==> src/logic/cbr_pkg.sv <==
// Package of constants, selectors and carriers for the banked CPU register file
package cbr_pkg;

    // ------------------------------------------------------------
    // Widths
    // ------------------------------------------------------------
    localparam int WORD_W = 16;       // Data, address, base and stack registers
    localparam int WIDE_W = 20;       // Program counter and vector table base
    localparam int BYTE_W = 8;        // Byte half of the first two data registers
    localparam int PAIR_W = 32;       // Combined register pairs
    localparam int SEL_W = 4;         // Register selector width
    localparam int NUM_BANKS = 2;     // Banked copies
    localparam int BANKED_REGS = 7;   // Registers per bank
    localparam int BANK_ADDR_W = 4;   // Address into the banked store
    localparam int NUM_ARCH_REGS = 13; // Architectural registers in total

    // ------------------------------------------------------------
    // Flag word bit positions
    // ------------------------------------------------------------
    localparam int FLAG_BANK_BIT = 4;  // Register bank select
    localparam int FLAG_STACK_BIT = 7; // Stack pointer select

    // ------------------------------------------------------------
    // Reset values
    // ------------------------------------------------------------
    localparam logic [WORD_W-1:0] WORD_RST = 16'h0000;
    localparam logic [WIDE_W-1:0] WIDE_RST = 20'h00000;
    localparam logic [WORD_W-1:0] FLAGS_RST = 16'h0000;

    // ------------------------------------------------------------
    // Register selectors (banked ones first, index equals slot)
    // ------------------------------------------------------------
    typedef enum logic [SEL_W-1:0] {
        SEL_DATA_ZERO   = 4'h0,
        SEL_DATA_ONE    = 4'h1,
        SEL_DATA_TWO    = 4'h2,
        SEL_DATA_THREE  = 4'h3,
        SEL_ADDR_ZERO   = 4'h4,
        SEL_ADDR_ONE    = 4'h5,
        SEL_FRAME_BASE  = 4'h6,
        SEL_STATIC_BASE = 4'h7,
        SEL_STACK       = 4'h8,
        SEL_USER_STACK  = 4'h9,
        SEL_INTR_STACK  = 4'hA,
        SEL_FLAGS       = 4'hB
    } cbr_sel_t;

    // Write sizes
    typedef enum logic [1:0] {
        SIZE_WORD = 2'h0,  // Full 16-bit register
        SIZE_LOW  = 2'h1,  // Low byte only
        SIZE_HIGH = 2'h2,  // High byte only
        SIZE_PAIR = 2'h3   // 32-bit pair
    } cbr_size_t;

    // Write request carrier
    typedef struct packed {
        logic en;                 // Write strobe
        cbr_sel_t sel;            // Target register
        cbr_size_t size;          // Width of the write
        logic [PAIR_W-1:0] data;  // Data, low word in bits 15:0
    } cbr_wr_t;

    // Wide register write carrier
    typedef struct packed {
        logic en;                 // Write strobe
        logic [WIDE_W-1:0] data;  // New value
    } cbr_wide_wr_t;

endpackage : cbr_pkg

==> src/logic/cbr_bank_mem.sv <==
// Two-bank store for the banked registers, with registered combined read ports
module cbr_bank_mem (
    // Clock and reset
    input wire logic ref_clk,
    input wire logic rst,
    // Write port
    input wire logic wr_en,
    input wire logic [cbr_pkg::BANK_ADDR_W-1:0] wr_addr,
    input wire logic [cbr_pkg::WORD_W-1:0] wr_data,
    input wire logic [cbr_pkg::WORD_W-1:0] wr_mask,
    // Second write port for the upper word of a pair
    input wire logic wr2_en,
    input wire logic [cbr_pkg::BANK_ADDR_W-1:0] wr2_addr,
    input wire logic [cbr_pkg::WORD_W-1:0] wr2_data,
    // Read ports
    input wire logic [cbr_pkg::BANK_ADDR_W-1:0] rd_addr_a,
    input wire logic [cbr_pkg::BANK_ADDR_W-1:0] rd_addr_b,
    output logic [cbr_pkg::WORD_W-1:0] rd_data_a,
    output logic [cbr_pkg::WORD_W-1:0] rd_data_b
);

    localparam int DEPTH = 2 ** cbr_pkg::BANK_ADDR_W;

    // Storage words, bank in the top address bit
    logic [cbr_pkg::WORD_W-1:0] mem [DEPTH];

    // Writes keep unmasked bits so a byte write leaves its other half alone
    always_ff @(posedge ref_clk) begin
        if (rst) begin
            for (int i = 0; i < DEPTH; i++) begin
                mem[i] <= cbr_pkg::WORD_RST;
            end
        end else begin
            if (wr_en) begin
                mem[wr_addr] <= (mem[wr_addr] & ~wr_mask) | (wr_data & wr_mask);
            end
            if (wr2_en) begin
                mem[wr2_addr] <= wr2_data;
            end
        end
    end

    // Registered read data
    always_ff @(posedge ref_clk) begin
        if (rst) begin
            rd_data_a <= cbr_pkg::WORD_RST;
            rd_data_b <= cbr_pkg::WORD_RST;
        end else begin
            rd_data_a <= mem[rd_addr_a];
            rd_data_b <= mem[rd_addr_b];
        end
    end

endmodule // cbr_bank_mem

==> src/logic/cbr_register_file.sv <==
// Banked CPU register set: data, address, base, stack, program counter, vector base
// Overview of operation
// - Thirteen registers, seven duplicated in two banks
// - Four 16-bit data registers, read and write
// - First two data registers split into bytes
// - Data pairs form 32-bit operands, upper higher
// - Address registers act as data and bases
// - Address pair forms 32 bits, one upper
// - Frame base 16 bits, base for addressing
// - Program counter 20 bits wide
// - Vector table base 20 bits wide
// - Separate 16-bit user and interrupt stacks
// - Flag bit 7 picks active stack
// - Static base 16 bits, base for addressing
// - Flag bit 4 selects register bank
// - Clear selects interrupt stack, set user
// - Interrupt entry, hardware or software 0 to 31, clears stack select flag
module cbr_register_file (
    // Clock and reset
    input wire logic ref_clk,
    input wire logic rst,
    // Instruction boundary and interrupt entry
    input wire logic instr_end,
    input wire logic hw_int_ack,
    input wire logic sw_int_exec,
    input wire logic [5:0] sw_int_num,
    // Register write port
    input wire cbr_pkg::cbr_wr_t wr_req,
    // Program counter and vector base writes
    input wire cbr_pkg::cbr_wide_wr_t pc_wr,
    input wire cbr_pkg::cbr_wide_wr_t vtb_wr,
    // Read selectors
    input wire cbr_pkg::cbr_sel_t rd_sel_a,
    input wire cbr_pkg::cbr_sel_t rd_sel_b,
    input wire logic rd_pair_a,
    // Read data (one cycle after selection)
    output logic [cbr_pkg::PAIR_W-1:0] rd_data_a,
    output logic [cbr_pkg::WORD_W-1:0] rd_data_b,
    // Addressing bases and wide registers
    output logic [cbr_pkg::WORD_W-1:0] frame_base,
    output logic [cbr_pkg::WORD_W-1:0] static_base,
    output logic [cbr_pkg::WORD_W-1:0] stack_pointer,
    output logic [cbr_pkg::WIDE_W-1:0] program_counter,
    output logic [cbr_pkg::WIDE_W-1:0] vector_table_base,
    output logic [cbr_pkg::WORD_W-1:0] flags_word,
    // Active selections
    output logic bank_active,
    output logic user_stack_active
);

    // ------------------------------------------------------------
    // Constants and helpers
    // ------------------------------------------------------------
    localparam logic [5:0] SW_INT_LAST = 6'h1F;            // Last number that clears the flag
    localparam logic [cbr_pkg::WORD_W-1:0] MASK_ALL = 16'hFFFF;
    localparam logic [cbr_pkg::WORD_W-1:0] MASK_LOW = 16'h00FF;
    localparam logic [cbr_pkg::WORD_W-1:0] MASK_HIGH = 16'hFF00;

    // Banked slot address from bank and selector
    function automatic logic [cbr_pkg::BANK_ADDR_W-1:0] slot(input logic bank,
                                                               input cbr_pkg::cbr_sel_t s);
        slot = {bank, s[2:0]};
    endfunction

    // Whether a selector names a banked register
    function automatic logic is_banked(input cbr_pkg::cbr_sel_t s);
        is_banked = (s < cbr_pkg::SEL_STATIC_BASE);
    endfunction

    // Upper partner of a pairable register, or the selector itself
    function automatic cbr_pkg::cbr_sel_t partner(input cbr_pkg::cbr_sel_t s);
        if (s == cbr_pkg::SEL_DATA_ZERO) begin
            partner = cbr_pkg::SEL_DATA_TWO;
        end else if (s == cbr_pkg::SEL_DATA_ONE) begin
            partner = cbr_pkg::SEL_DATA_THREE;
        end else if (s == cbr_pkg::SEL_ADDR_ZERO) begin
            partner = cbr_pkg::SEL_ADDR_ONE;
        end else begin
            partner = s;
        end
    endfunction

    // ------------------------------------------------------------
    // State
    // ------------------------------------------------------------
    logic [cbr_pkg::WORD_W-1:0] user_stack_pointer;      // User stack
    logic [cbr_pkg::WORD_W-1:0] interrupt_stack_pointer; // Interrupt stack
    logic [cbr_pkg::WORD_W-1:0] flags_reg;               // Flag word as written
    logic bank_sel;                                      // Bank in force for accesses
    logic stack_sel;                                     // Stack in force for accesses
    logic next_stack_flag;                               // Flag word bit after this cycle
    logic int_entry;                                     // Interrupt entry event
    logic [cbr_pkg::WORD_W-1:0] bank_rd_a;
    logic [cbr_pkg::WORD_W-1:0] bank_rd_b;
    logic [cbr_pkg::WORD_W-1:0] fb_copy [cbr_pkg::NUM_BANKS]; // Frame base, one per bank
    logic [cbr_pkg::WORD_W-1:0] wr_mask;
    logic bank_wr_en;
    logic pair_wr_en;
    logic a_banked;
    logic b_banked;
    logic a_pair;
    cbr_pkg::cbr_sel_t a_sel_q;
    cbr_pkg::cbr_sel_t b_sel_q;
    logic [cbr_pkg::WORD_W-1:0] side_a;
    logic [cbr_pkg::WORD_W-1:0] side_b;

    // ------------------------------------------------------------
    // Banked store
    // ------------------------------------------------------------
    // Byte writes reach every banked register; unbanked ones always take the whole word
    always_comb begin
        wr_mask = MASK_ALL;
        if (wr_req.size == cbr_pkg::SIZE_LOW) begin
            wr_mask = MASK_LOW;
        end else if (wr_req.size == cbr_pkg::SIZE_HIGH) begin
            wr_mask = MASK_HIGH;
        end
    end

    assign bank_wr_en = wr_req.en && is_banked(wr_req.sel);
    assign pair_wr_en = bank_wr_en && (wr_req.size == cbr_pkg::SIZE_PAIR)
                        && (partner(wr_req.sel) != wr_req.sel);

    // Two-bank store holding seven registers per bank
    cbr_bank_mem u_bank_mem (
        .ref_clk(ref_clk),
        .rst(rst),
        .wr_en(bank_wr_en),
        .wr_addr(slot(bank_sel, wr_req.sel)),
        .wr_data(wr_req.data[cbr_pkg::WORD_W-1:0]),
        .wr_mask(wr_mask),
        .wr2_en(pair_wr_en),
        .wr2_addr(slot(bank_sel, partner(wr_req.sel))),
        .wr2_data(wr_req.data[cbr_pkg::PAIR_W-1:cbr_pkg::WORD_W]),
        .rd_addr_a(slot(bank_sel, rd_sel_a)),
        .rd_addr_b(rd_pair_a ? slot(bank_sel, partner(rd_sel_a)) : slot(bank_sel, rd_sel_b)),
        .rd_data_a(bank_rd_a),
        .rd_data_b(bank_rd_b)
    );

    // ------------------------------------------------------------
    // Flag word and selections
    // ------------------------------------------------------------
    assign int_entry = hw_int_ack || (sw_int_exec && (sw_int_num <= SW_INT_LAST));

    // Stack flag: interrupt entry clears, and wins over a same-cycle write
    always_comb begin
        next_stack_flag = flags_reg[cbr_pkg::FLAG_STACK_BIT];
        if (int_entry) begin
            next_stack_flag = 1'b0;
        end else if (wr_req.en && wr_req.sel == cbr_pkg::SEL_FLAGS) begin
            next_stack_flag = wr_req.data[cbr_pkg::FLAG_STACK_BIT];
        end
    end

    // Flag word register
    always_ff @(posedge ref_clk) begin
        if (rst) begin
            flags_reg <= cbr_pkg::FLAGS_RST;
        end else begin
            if (wr_req.en && wr_req.sel == cbr_pkg::SEL_FLAGS) begin
                flags_reg <= wr_req.data[cbr_pkg::WORD_W-1:0];
            end
            flags_reg[cbr_pkg::FLAG_STACK_BIT] <= next_stack_flag;
        end
    end

    // Selections follow the flag word at instruction boundaries and on interrupt entry
    always_ff @(posedge ref_clk) begin
        if (rst) begin
            bank_sel <= 1'b0;
            stack_sel <= 1'b0;
        end else if (instr_end || int_entry) begin
            bank_sel <= flags_reg[cbr_pkg::FLAG_BANK_BIT];
            stack_sel <= next_stack_flag;
        end
    end

    // ------------------------------------------------------------
    // Stack pointers
    // ------------------------------------------------------------
    // Writes go to the active stack or to a named one; the other is kept
    always_ff @(posedge ref_clk) begin
        if (rst) begin
            user_stack_pointer <= cbr_pkg::WORD_RST;
            interrupt_stack_pointer <= cbr_pkg::WORD_RST;
        end else if (wr_req.en) begin
            if (wr_req.sel == cbr_pkg::SEL_USER_STACK
                || (wr_req.sel == cbr_pkg::SEL_STACK && stack_sel)) begin
                user_stack_pointer <= wr_req.data[cbr_pkg::WORD_W-1:0];
            end else if (wr_req.sel == cbr_pkg::SEL_INTR_STACK
                         || (wr_req.sel == cbr_pkg::SEL_STACK && !stack_sel)) begin
                interrupt_stack_pointer <= wr_req.data[cbr_pkg::WORD_W-1:0];
            end
        end
    end

    // Active stack pointer
    assign stack_pointer = stack_sel ? user_stack_pointer : interrupt_stack_pointer;

    // ------------------------------------------------------------
    // Static base and wide registers
    // ------------------------------------------------------------
    always_ff @(posedge ref_clk) begin
        if (rst) begin
            static_base <= cbr_pkg::WORD_RST;
        end else if (wr_req.en && wr_req.sel == cbr_pkg::SEL_STATIC_BASE) begin
            static_base <= wr_req.data[cbr_pkg::WORD_W-1:0];
        end
    end

    always_ff @(posedge ref_clk) begin
        if (rst) begin
            program_counter <= cbr_pkg::WIDE_RST;
        end else if (pc_wr.en) begin
            program_counter <= pc_wr.data;
        end
    end

    always_ff @(posedge ref_clk) begin
        if (rst) begin
            vector_table_base <= cbr_pkg::WIDE_RST;
        end else if (vtb_wr.en) begin
            vector_table_base <= vtb_wr.data;
        end
    end

    // ------------------------------------------------------------
    // Frame base copies
    // ------------------------------------------------------------
    // One copy per bank beside the store, so a bank switch shows at once
    always_ff @(posedge ref_clk) begin
        if (rst) begin
            fb_copy[0] <= cbr_pkg::WORD_RST;
            fb_copy[1] <= cbr_pkg::WORD_RST;
        end else if (bank_wr_en && wr_req.sel == cbr_pkg::SEL_FRAME_BASE) begin
            // Same mask as the store, so both copies always agree
            fb_copy[bank_sel] <= (fb_copy[bank_sel] & ~wr_mask)
                                 | (wr_req.data[cbr_pkg::WORD_W-1:0] & wr_mask);
        end
    end

    // Active copy; the other bank's copy is left untouched
    assign frame_base = fb_copy[bank_sel];

    // ------------------------------------------------------------
    // Read ports
    // ------------------------------------------------------------
    always_ff @(posedge ref_clk) begin
        if (rst) begin
            a_sel_q <= cbr_pkg::SEL_DATA_ZERO;
            b_sel_q <= cbr_pkg::SEL_DATA_ZERO;
            a_pair <= 1'b0;
            side_a <= cbr_pkg::WORD_RST;
            side_b <= cbr_pkg::WORD_RST;
        end else begin
            a_sel_q <= rd_sel_a;
            b_sel_q <= rd_sel_b;
            a_pair <= rd_pair_a && (partner(rd_sel_a) != rd_sel_a);
            side_a <= unbanked(rd_sel_a);
            side_b <= unbanked(rd_sel_b);
        end
    end

    // Unbanked register value by selector
    function automatic logic [cbr_pkg::WORD_W-1:0] unbanked(input cbr_pkg::cbr_sel_t s);
        case (s)
            cbr_pkg::SEL_STATIC_BASE: unbanked = static_base;
            cbr_pkg::SEL_STACK:       unbanked = stack_pointer;
            cbr_pkg::SEL_USER_STACK:  unbanked = user_stack_pointer;
            cbr_pkg::SEL_INTR_STACK:  unbanked = interrupt_stack_pointer;
            cbr_pkg::SEL_FLAGS:       unbanked = flags_reg;
            default:                  unbanked = cbr_pkg::WORD_RST;
        endcase
    endfunction

    assign a_banked = is_banked(a_sel_q);
    assign b_banked = is_banked(b_sel_q);
    assign rd_data_a = a_pair ? {bank_rd_b, bank_rd_a}
                     : {cbr_pkg::WORD_RST, (a_banked ? bank_rd_a : side_a)};
    assign rd_data_b = (b_banked && !a_pair) ? bank_rd_b : side_b;
    assign flags_word = flags_reg;
    assign bank_active = bank_sel;
    assign user_stack_active = stack_sel;

    // ------------------------------------------------------------
    // Checks
    // ------------------------------------------------------------
    property p_int_clears_flag;
        @(posedge ref_clk) disable iff (rst)
        int_entry |=> !flags_word[cbr_pkg::FLAG_STACK_BIT];
    endproperty
    a_int_clears_flag: assert property (p_int_clears_flag)
        else $error("stack flag not cleared on interrupt entry");

    property p_stack_mux;
        @(posedge ref_clk) disable iff (rst)
        int_entry |=> !user_stack_active && stack_pointer == interrupt_stack_pointer;
    endproperty
    a_stack_mux: assert property (p_stack_mux)
        else $error("wrong stack pointer active");

    property p_bank_hold;
        @(posedge ref_clk) disable iff (rst)
        !(instr_end || int_entry) |=> $stable(bank_active) && $stable(user_stack_active);
    endproperty
    a_bank_hold: assert property (p_bank_hold)
        else $error("selection changed inside an instruction");

    property p_bank_follow;
        @(posedge ref_clk) disable iff (rst)
        instr_end |=> bank_active == $past(flags_word[cbr_pkg::FLAG_BANK_BIT]);
    endproperty
    a_bank_follow: assert property (p_bank_follow)
        else $error("bank select did not follow flag word");

    property p_pc_load;
        @(posedge ref_clk) disable iff (rst)
        pc_wr.en |=> program_counter == $past(pc_wr.data);
    endproperty
    a_pc_load: assert property (p_pc_load)
        else $error("program counter not loaded");

    property p_vtb_load;
        @(posedge ref_clk) disable iff (rst)
        vtb_wr.en |=> vector_table_base == $past(vtb_wr.data);
    endproperty
    a_vtb_load: assert property (p_vtb_load)
        else $error("vector table base not loaded");

    property p_sb_load;
        @(posedge ref_clk) disable iff (rst)
        wr_req.en && wr_req.sel == cbr_pkg::SEL_STATIC_BASE
        |=> static_base == $past(wr_req.data[cbr_pkg::WORD_W-1:0]);
    endproperty
    a_sb_load: assert property (p_sb_load)
        else $error("static base not loaded");

    property p_other_stack_kept;
        @(posedge ref_clk) disable iff (rst)
        wr_req.en && wr_req.sel == cbr_pkg::SEL_STACK && user_stack_active
        |=> $stable(interrupt_stack_pointer);
    endproperty
    a_other_stack_kept: assert property (p_other_stack_kept)
        else $error("inactive stack pointer disturbed");

endmodule // cbr_register_file

==> config.mk <==
export PLATFORM = sky130hd
export DESIGN_NAME = cbr_register_file
export DESIGN_NICKNAME = d
export VERILOG_FILES = /design/src/logic/cbr_pkg.sv /design/src/logic/cbr_bank_mem.sv /design/src/logic/cbr_register_file.sv
export SDC_FILE = /design/constraint.sdc
export NUM_CORES = 1
export LEC_CHECK = 0
export BUFFER_PORTS_ARGS = -buffer_cell sky130_fd_sc_hd__buf_2
export CAP_MARGIN = 20
export CORE_MARGIN = 2
export CORE_UTILIZATION = 45
export CTS_CLUSTER_SIZE = 16
export DETAILED_ROUTE_END_ITERATION = 8
export HOLD_SLACK_MARGIN = 0.1
export PLACE_DENSITY = 0.67
export SYNTH_ARGS = -nofsm -noshare
export SYNTH_HDL_FRONTEND = slang
export SYNTH_HIERARCHICAL = 1
export SYNTH_SLANG_ARGS = --single-unit
==> constraint.sdc <==
create_clock -name ref_clk -period 3.6 [get_ports ref_clk]
set_input_delay 0.54 -clock ref_clk [delete_from_list [all_inputs] [get_ports ref_clk]]
set_output_delay 0.54 -clock ref_clk [all_outputs]
set_load 0.02 [all_outputs]
# == Word level (Yosys, flattened, before mapping) ==
# Memories as Yosys holds them, arrays and structs flattened. A register that Yosys moved wholly into a read port is not among the register bits.
# Index checks and enable logic that the tools add are counted.
# word_totals
n_memories,2
ramBits,288
ff_bits,147
# memory_table
name,depth,word_bits,rd,rd_clocked_by_memory_dff,wr,line,text
u_bank_mem.mem,16,16,3,2,16,cbr_bank_mem.sv:25,logic [cbr_pkg::WORD_W-1:0] mem [DEPTH];
fb_copy,2,16,1,1,2,cbr_register_file.sv:95,logic [cbr_pkg::WORD_W-1:0] fb_copy [cbr_pkg::NUM_BANKS];
# classes
order_cmp,4
reduce_logical,24
bitwise,7
n_eq_ne,25
muxes,40
# op_table
op,n
$pmux 16 s5,2
$mux 16,7
$and 16x16->16,3
$eq 4x4->1 const B,12
$reduce_or 16->1,3
$mux 4,9
$mux 32,1
$or 16x16->16,2
$eq 4x3->1 const B,6
$mux 1,19
$not 16->16,1
$lt 4x3->1 const B,3
$logic_and 1x1->1,11
$eq 4x1->1 const B,2
$logic_not 4->1,2
$mux 8,1
$ne 4x4->1,2
$le 6x5->1 const B,1
$eq 2x2->1 const B,2
$logic_or 1x1->1,4
$mux 3,1
$reduce_and 3->1,1
$eq 2x1->1 const B,1
$logic_not 1->1,2
other kinds (2),2

# == Logic depth before layout (Yosys ltp) ==
# Gate-level depths: netlist of run 1.
# logic_depth
ltp_word,11
depth_mapped,13
mapped_depth_nobuf,8

# == Cells and area by module ==
# Netlist of run 1, hierarchy kept.
# modules_own_cells
mod,area_each_um2,cells_per_inst,instances,seq_area_each_um2
cbr_bank_mem,19155.9,1721,1,8328.0
cbr_register_file,8808.4,910,1,3923.8

# == Worst setup path after synthesis of run 1 ==
# Ideal clock, no wire load.
# synth_path
path_type,input -> register
start,in rd_sel_a[2]
end,"reg u_bank_mem/rd_data_b[15] (netlist name), read port of u_bank_mem.mem"
arrival_time_ns,2.829
n_path_buf,6
stages,13
required_ns,3.468
setup_ns,0.132
slack_ns,0.639
path_cell_list,buf_2 > clkbuf_1 > nor3b_1 > nor2_1 > a21oi_1 > clkbuf_1 > buf_2 > buf_2 > buf_2 > mux2i_1 > nand2_1 > o211ai_1 > o21ai_0
# synth_via
elab_chain_len,5
word_cells_on_any_way,7
classes_between,eq/ne: 2; mux: 4; reduce/logical: 1
# synth_lines
element,line,text
from (decl),cbr_register_file.sv:33,"input wire cbr_pkg::cbr_sel_t rd_sel_a,"
$eq 4x3->1,cbr_register_file.sv:76,end else if (s == cbr_pkg::SEL_ADDR_ZERO) begin
$mux 4,cbr_register_file.sv:76,
$mux 4,cbr_register_file.sv:74,end else if (s == cbr_pkg::SEL_DATA_ONE) begin
$mux 4 (*),cbr_register_file.sv:72,if (s == cbr_pkg::SEL_DATA_ZERO) begin
$mux 3 (*),cbr_register_file.sv:136,".rd_addr_b(rd_pair_a ? slot(bank_sel, partner(rd_sel_a)) : slot(bank_sel, rd_sel_b)),"
to (decl),cbr_bank_mem.sv:19,output logic [cbr_pkg::WORD_W-1:0] rd_data_b
# Mark *: on every way between the ends. The rest lies on a longest branch, timed or not.
# A chain may end at the register's enable or synchronous reset.

# == Worst setup path in the final report of run 1 ==
# layout_path
start,reg b_sel_q[1]
end,out rd_data_b[0] (netlist name)
# layout_via
elab_chain_len,3
# layout_lines
element,line,text
from (decl),cbr_register_file.sv:103,cbr_pkg::cbr_sel_t b_sel_q;
from (signal assigned),cbr_register_file.sv:252,b_sel_q <= cbr_pkg::SEL_DATA_ZERO;
from (signal assigned),cbr_register_file.sv:258,b_sel_q <= rd_sel_b;
$lt 4x3->1,cbr_register_file.sv:67,is_banked = (s < cbr_pkg::SEL_STATIC_BASE);
$logic_and 1x1->1,cbr_register_file.sv:281,assign rd_data_b = (b_banked && !a_pair) ? bank_rd_b : side_b;
$mux 16,cbr_register_file.sv:281,
to (decl),cbr_register_file.sv:38,"output logic [cbr_pkg::WORD_W-1:0] rd_data_b,"
# No other way between the ends.

==> flow_metrics.tcl, run 1 <==
set metrics [dict create \
    drc 0 \
    slowest_delay_ns 0.68 \
    final.setup.tns_ns 0 \
    hold_viol_final 0 \
    synthCells 2631 \
    cp.arrival_ns 2.51 \
    grt_max_degree 108 \
    cts_resized 0 \
    worstPathRequired_ns 3.06 \
    crit_buf_inv 2 \
    area_growth_pct 14.8 \
    fin_crit_ns 3.05 \
    synth.most_common_cell "nand2_1" \
    synthTopCellsByCount "334 x nand2_1, 288 x edfxtp_1, 274 x o31ai_1" \
    start_util 0.454 \
    crit_path_top_delay_cell "a311oi_4" \
    totalWireLength_um 112000 \
    dp_hpwl_um 74700 \
    clkTransAtPathRegs_ns 0.06 \
    syn_area_per_cell_um2 10.6 \
    vias 24786 \
    numCtsBuffers 52 \
    finalCritPeriodShare 0.847 \
    crit_chain "a311oi_4 -> buf_4 -> mux2_2 -> buf_2" \
    vias_per_cell 6.76 \
    die_h_um 253 \
    grt_pass1_vias 23838 \
    stdcell_count 3665 \
    rsz0062_at_grt "no" \
    synth.area.top_cells "edfxtp_1 31%, dfxtp_1 13%, mux4_2 8.3%, o31ai_1 7.4%, mux2i_1 6.9%" \
    fillers 5363 \
    cap_violations 0 \
    vdd_drop_max_mv 0.381 \
    gp_congestion 0.955 \
    worstMarginPinSlew_ns 1.28 \
    status "complete, no violations" \
    num_rows 91 \
    yosys_warnings 6 \
    crit_family "compound AO/OA/AOI/OAI gates" \
    clkSinkCount 468 \
    die-area_um2 64200 \
    endpoint_kind "primary output" \
    synth-seq-cells 468 \
    die_width_um 253 \
    firstDrtPassIters 6 \
    dpl.cell_count 3564 \
    synth_top_area_cell "edfxtp_1" \
    worst-setup-path-type "reg -> out" \
    cts_tree "done" \
    ys_seq_area_frac 0.438 \
    core_um2 61600 \
    clockBufferDepth 3 \
    p_leak_nw 11.7 \
    netlist.area_leader.share 0.309 \
    fin_nets 2882 \
    setup_viol 0 \
    antenna_found_initial 9 \
    synth_area_um2 28000 \
    drtIter0Drc 3741 \
    worstSkewPairLatency_ns 0.63 \
    placed_area_um2 30200 \
    hold_path.class "in -> reg" \
    cts_root_buf "clkbuf_16" \
    overflow 0 \
    drive_gt1_frac 0.269 \
    utilization 0.521 \
    max_freq_mhz 328 \
    startpoint_type "register" \
    final_area_um2 32100 \
    skew_ns 0.0137 \
    maxSlewHeadroom 0.142 \
    io_buffers 249 \
    cts-htree-levels 2 \
    final_antenna_net_count 0 \
    crit_fanout 11 \
    synth-async-reset-ratio 0 \
    wl_per_cell_um 30.6 \
    postCtsHoldBufs 0 \
    grt_usage 0.342 \
    synth.distinct_cells 71 \
    io_pins 255 \
    synth_edf_count 288 \
    syn-num-nets 2732 \
    cts_setup_buffers 0 \
    synthFlopType "edfxtp_1" \
    grt_pass1_wl_um 161000 \
    slew_viol_final 0 \
    power_density_nw_per_um2 436 \
]
==> flip-flops by register name, summed over array words and instances (netlist names), named ones only <==
register / cells
bank_active: 1
side_b: 16
b_sel_q: 4
user_stack_pointer: 16
u_bank_mem/rd_data_b: 16
user_stack_active: 1
interrupt_stack_pointer: 16
a_pair: 1
program_counter: 20
vector_table_base: 20
u_bank_mem/rd_data_a: 16
side_a: 16
flags_word: 16
fb_copy: 32
u_bank_mem/mem: 256
a_sel_q: 4
static_base: 16
==> cell families (layout without fill, tap and decap cells) <==
group / Yosys count / in the layout / share of synthesized area
AO/OA/AOI/OAI: 684 / 684 / 0.168
flip-flops: 468 / 468 / 0.438
buffers and inverters: 315 / 509 / 0.0543
multiplexers: 404 / 404 / 0.196
other: 0 / 3 / 0
AND/OR/NAND/NOR: 760 / 760 / 0.144
==> report_power, final <==
part	switching, mW	internal [mW]
clock	2.39	3.63
sequential	0.149	5.88
combinational	1.25	0.691
==> layout by cell type (no fill, tap or decap), types with 9 or more instances in the layout <==
cell	count
a31oi_1	17
clkbuf_1	9
nand2b_1	10
and4b_1	11
nand3b_1	35
nor4_4	14
o22a_1	13
a222oi_1	11
mux2i_1	193
buf_2	245
mux4_2	103
nand3_1	65
nor4bb_1	9
a211oi_1	52
edfxtp_1	288
and2_1	19
o22ai_1	19
a22oi_1	41
nor2_1	112
bufinv_16	13
o31ai_1	274
buf_4	142
nand4_1	16
buf_12	15
o21ai_0	100
mux2_2	103
dfxtp_1	179
a21oi_1	91
a21o_1	17
nor2b_1	69
or2_1	9
o211ai_1	19
clkbuf_16	52
nand2_1	334
or3b_2	14
==> metal layers <==
| metal | GRT usage | share of wire |
|---|---|---|
| met2 | 0.522 | 0.44 |
| met5 | 0 | 0.00022 |
| met3 | 0.0824 | 0.13 |
| met1 | 0.429 | 0.35 |
| met4 | 0.240 | 0.080 |
==> cell type report <==
class / count / area, µm² / area share
antenna: 3 / 7.51 / 0.000234
timing repair buffer: 404 / 2620 / 0.0816
inverter: 7 / 26.3 / 0.000818
clock inverter: 36 / 562 / 0.0175
clock buffer: 62 / 1350 / 0.0420
multi-input combinational: 1848 / 14200 / 0.444
sequential: 468 / 12300 / 0.382
tap: 837 / 1050 / 0.0326
==> per-stage QoR <==
step | setup WS, ns | total power [mW] | hold WS (ns)
after floorplan | 0.639 | 7.28 | 0.467
after global placement | 0.306 | 7.97 | 0.472
after detailed placement | 0.266 | 8.02 | 0.484
after CTS | 0.522 | 14.0 | 0.133
after global routing | 0.478 | 14.3 | 0.155
final | 0.551 | 14.0 | 0.154
==> worst paths after layout <==
check	startpoint	end	slack [ns]	depth (start not counted)
max reg2reg	bank_active	u_bank_mem/mem[4][8]	0.56	7
max	b_sel_q[1]	rd_data_b[0]	0.55	4
min reg2reg	vector_table_base[17]	vector_table_base[17]	0.49	2
min	instr_end	user_stack_active	0.15	2
==> worst register-to-register path, cell delays in order, from the launching register on <==
cell,delay (ns)
dfxtp_4,0.78
nand3_1,0.66
buf_4,0.41
o22a_1,0.17
o21ai_0,0.13
nor4_4,0.07
buf_4,0.23
o31ai_1,0.37
No activity file was read; power rests on OpenSTA's default activity.
==> run 2: changes to the inputs <==
Settings changed: ABC_AREA from default to 1, PLACE_DENSITY 0.67 to 0.7.
Clock period 3.6 ns to 2.5 ns, I/O delays scaled along.
==> run 2 against run 1 <==
  * The run now ends with negative setup slack left
  * Utilization increased by 2.6 points
  * Via count increased by 24%
  * Non-clock buffer count increased by 148
  * Synthesized area increased by 1.3%
  * Clock power increased by 33%
  * Sequential cell count unchanged
  * Total power increased by 44%
  * Worst setup slack got worse by 0.55 ns
  * Critical path type unchanged
  * Largest power group unchanged
  * Highest routed layer unchanged
==> flow_metrics.tcl, run 2 <==
set metrics [dict create \
    overflow 0 \
    dpl.cell_count 5191 \
    ys_seq_area_frac 0.433 \
    synth-seq-cells 468 \
    core_um2 61900 \
    hold_viol_final 0 \
    cts-htree-levels 2 \
    slew_viol_final 0 \
    crit_path_top_delay_cell "o21ai_0" \
    synth_area_um2 28300 \
    vdd_drop_max_mv 0.512 \
    synth-async-reset-ratio 0 \
    grt_max_degree 81 \
    worst-setup-path-type "reg -> out" \
    drive_gt1_frac 0.135 \
    worst-path-stages 4 \
    numCtsBuffers 52 \
    final_common_cell "nand2_1" \
    drc 0 \
    whs_path_depth 4 \
    regToRegStartpoint "bank_active" \
    firstDrtPassIters 7 \
    place_ws_ns -0.181 \
    violations "negative setup slack" \
    vias 30669 \
    die_h_um 255 \
    synth.distinct_cells 31 \
    yosys_warnings 6 \
    synth.most_common_cell "nand2_1" \
    num_rows 91 \
    worstPathRequired_ns 2.12 \
    crit_family "buffers and inverters" \
    netlist.area_leader.share 0.305 \
    cp.arrival_ns 2.13 \
    stdcell_count 5351 \
    endpoint_kind "primary output" \
    finalCritPeriodShare 1.00 \
    synthTopCellsByCount "1,361 x nand2_1, 588 x nand3_1, 387 x nor2_1" \
    setup_ws_ns -0.00359 \
    grt_pass1_vias 27578 \
    gp_congestion 0.999 \
    holdWs_ns 0.118 \
    crit_buf_inv 3 \
    dp_hpwl_um 78800 \
    synthFlopType "edfxtp_1" \
    skew_ns 0.0452 \
    synthCells 4180 \
    clkSinkCount 468 \
    cap_violations 0 \
    synth_edf_count 288 \
    totalWireLength_um 114000 \
    maxSlewHeadroom 0.181 \
    status "finished with violations" \
    area_growth_pct 19.6 \
    hp-start "sw_int_exec" \
    slowest_delay_ns 0.54 \
    io_pins 255 \
    start_util 0.457 \
    antenna_found_initial 4 \
    utilization 0.547 \
    crit_chain "inv_1 -> buf_12 -> o21ai_0 -> buf_2" \
    syn-num-nets 4281 \
    vias_per_cell 5.73 \
    largest_reg_flops 256 \
    clkTransAtPathRegs_ns 0.06 \
    cts_root_buf "clkbuf_16" \
    cts_setup_buffers 0 \
    rrSetupSlack_ns 0.24 \
    worstMarginPinSlew_ns 1.23 \
    reg2reg_depth 7 \
    reg_top3 "u_bank_mem/mem (256), fb_copy (32)" \
    final_cell_mix "1,359 x nand2_1, 588 x nand3_1, 386 x nor2_1" \
    fin_crit_ns 2.50 \
    die-area_um2 65000 \
    syn_area_per_cell_um2 6.78 \
    grt_pass1_wl_um 167000 \
    setup_viol 1 \
    final_antenna_net_count 0 \
    fin_nets 4570 \
    drtIter0Drc 4132 \
    die_width_um 255 \
    synth_top_area_cell "edfxtp_1" \
    wl_per_cell_um 21.2 \
    rsz0062_at_grt "no" \
    grt_usage 0.339 \
    crit_fanout 32 \
    power_density_nw_per_um2 593 \
    cts_tree "done" \
    max_freq_mhz 399 \
    synth.area.top_cells "edfxtp_1 31%, nand2_1 18%, dfxtp_1 13%, nand3_1 10%, o21ai_0 6.4%" \
    hold_path.class "in -> reg" \
    worstSkewPairLatency_ns 0.64 \
    io_buffers 249 \
    fillers 5936 \
    p_leak_nw 15.9 \
    cp-startpoint "user_stack_active" \
    clockBufferDepth 3 \
    startpoint_type "register" \
    regMostFlops "u_bank_mem/mem" \
]
## run 2: changes by cell type in the layout (fill, tap and decap cells not counted), sizes merged, moves of 56 or more
cell and delta:
nand3 +523, inv +288, o31ai -274, nor2b -70, buf +87, dlygate4sd3 +61
o211ai +56, mux4 -103, mux2 -108, nor2 +287, a21oi +199, nand2 +1028
o21ai +259, mux2i -193
## run 2: power by group
group,internal [mW],switching (mW)
clock,4.60,3.39
combinational,1.03,2.37
sequential,8.49,0.207
## run 2: logic make-up (layout without fill, tap and decap cells)
family / Yosys count / after routing / synth area share
AOI/OAI and AO/OA: 734 / 734 / 0.137
buffers and inverters: 616 / 949 / 0.0887
and+or+nand+nor: 2362 / 2362 / 0.342
DFF: 468 / 468 / 0.433
other: 0 / 1 / 0
## run 2: layer usage
layer,track usage,wire length (µm)
met3,0.0719,13100
met1,0.445,43500
met4,0.179,6540
met5,0,13
met2,0.527,50500
## run 2: final cells by class
| cell class | instances | area (µm²) | share of cell area |
|---|---|---|---|
| repair buffers | 552 | 4080 | 0.120 |
| flip-flops and latches | 468 | 12300 | 0.362 |
| multi-input cells | 3096 | 13600 | 0.402 |
| well taps | 837 | 1050 | 0.0309 |
| clock inverters | 28 | 250 | 0.00738 |
| clock buffers | 70 | 1520 | 0.0448 |
| diodes | 1 | 2.50 | 0.0000738 |
| inverters | 299 | 1120 | 0.0331 |
## run 2: worst reg2reg max path: stages (launching register included)
cell,delay (ns)
dfxtp_2,0.46
inv_1,0.09
nor2_1,0.24
buf_12,0.21
nand2_1,0.10
nor2_2,0.76
nand3_1,0.19
nand2_1,0.11
## run 2: final timing paths
| kind | end |
|---|---|
| setup / recovery | stack_pointer[7] |
| hold / removal | flags_word[7] |
| setup reg to reg | u_bank_mem/mem[8][8] |
| hold reg to reg | static_base[10] |
## run 2: what timing repair did
action,in CTS,in global routing
hold buffers,61,0
resized for setup,2,3
endpoints found under the setup margin,30,16
hold endpoints to repair,64,0
## run 2: per-stage QoR
stage	setup TNS [ns]	instance area [µm²]	total power [mW]
2_1_floorplan	0	28300	10.6
3_3_place_gp	-15.51	31500	12.0
3_5_place_dp	-18.85	31500	12.1
4_1_cts	0	33900	20.1
5_1_grt	0	33900	20.7
6_report	-0.00359	33900	20.1
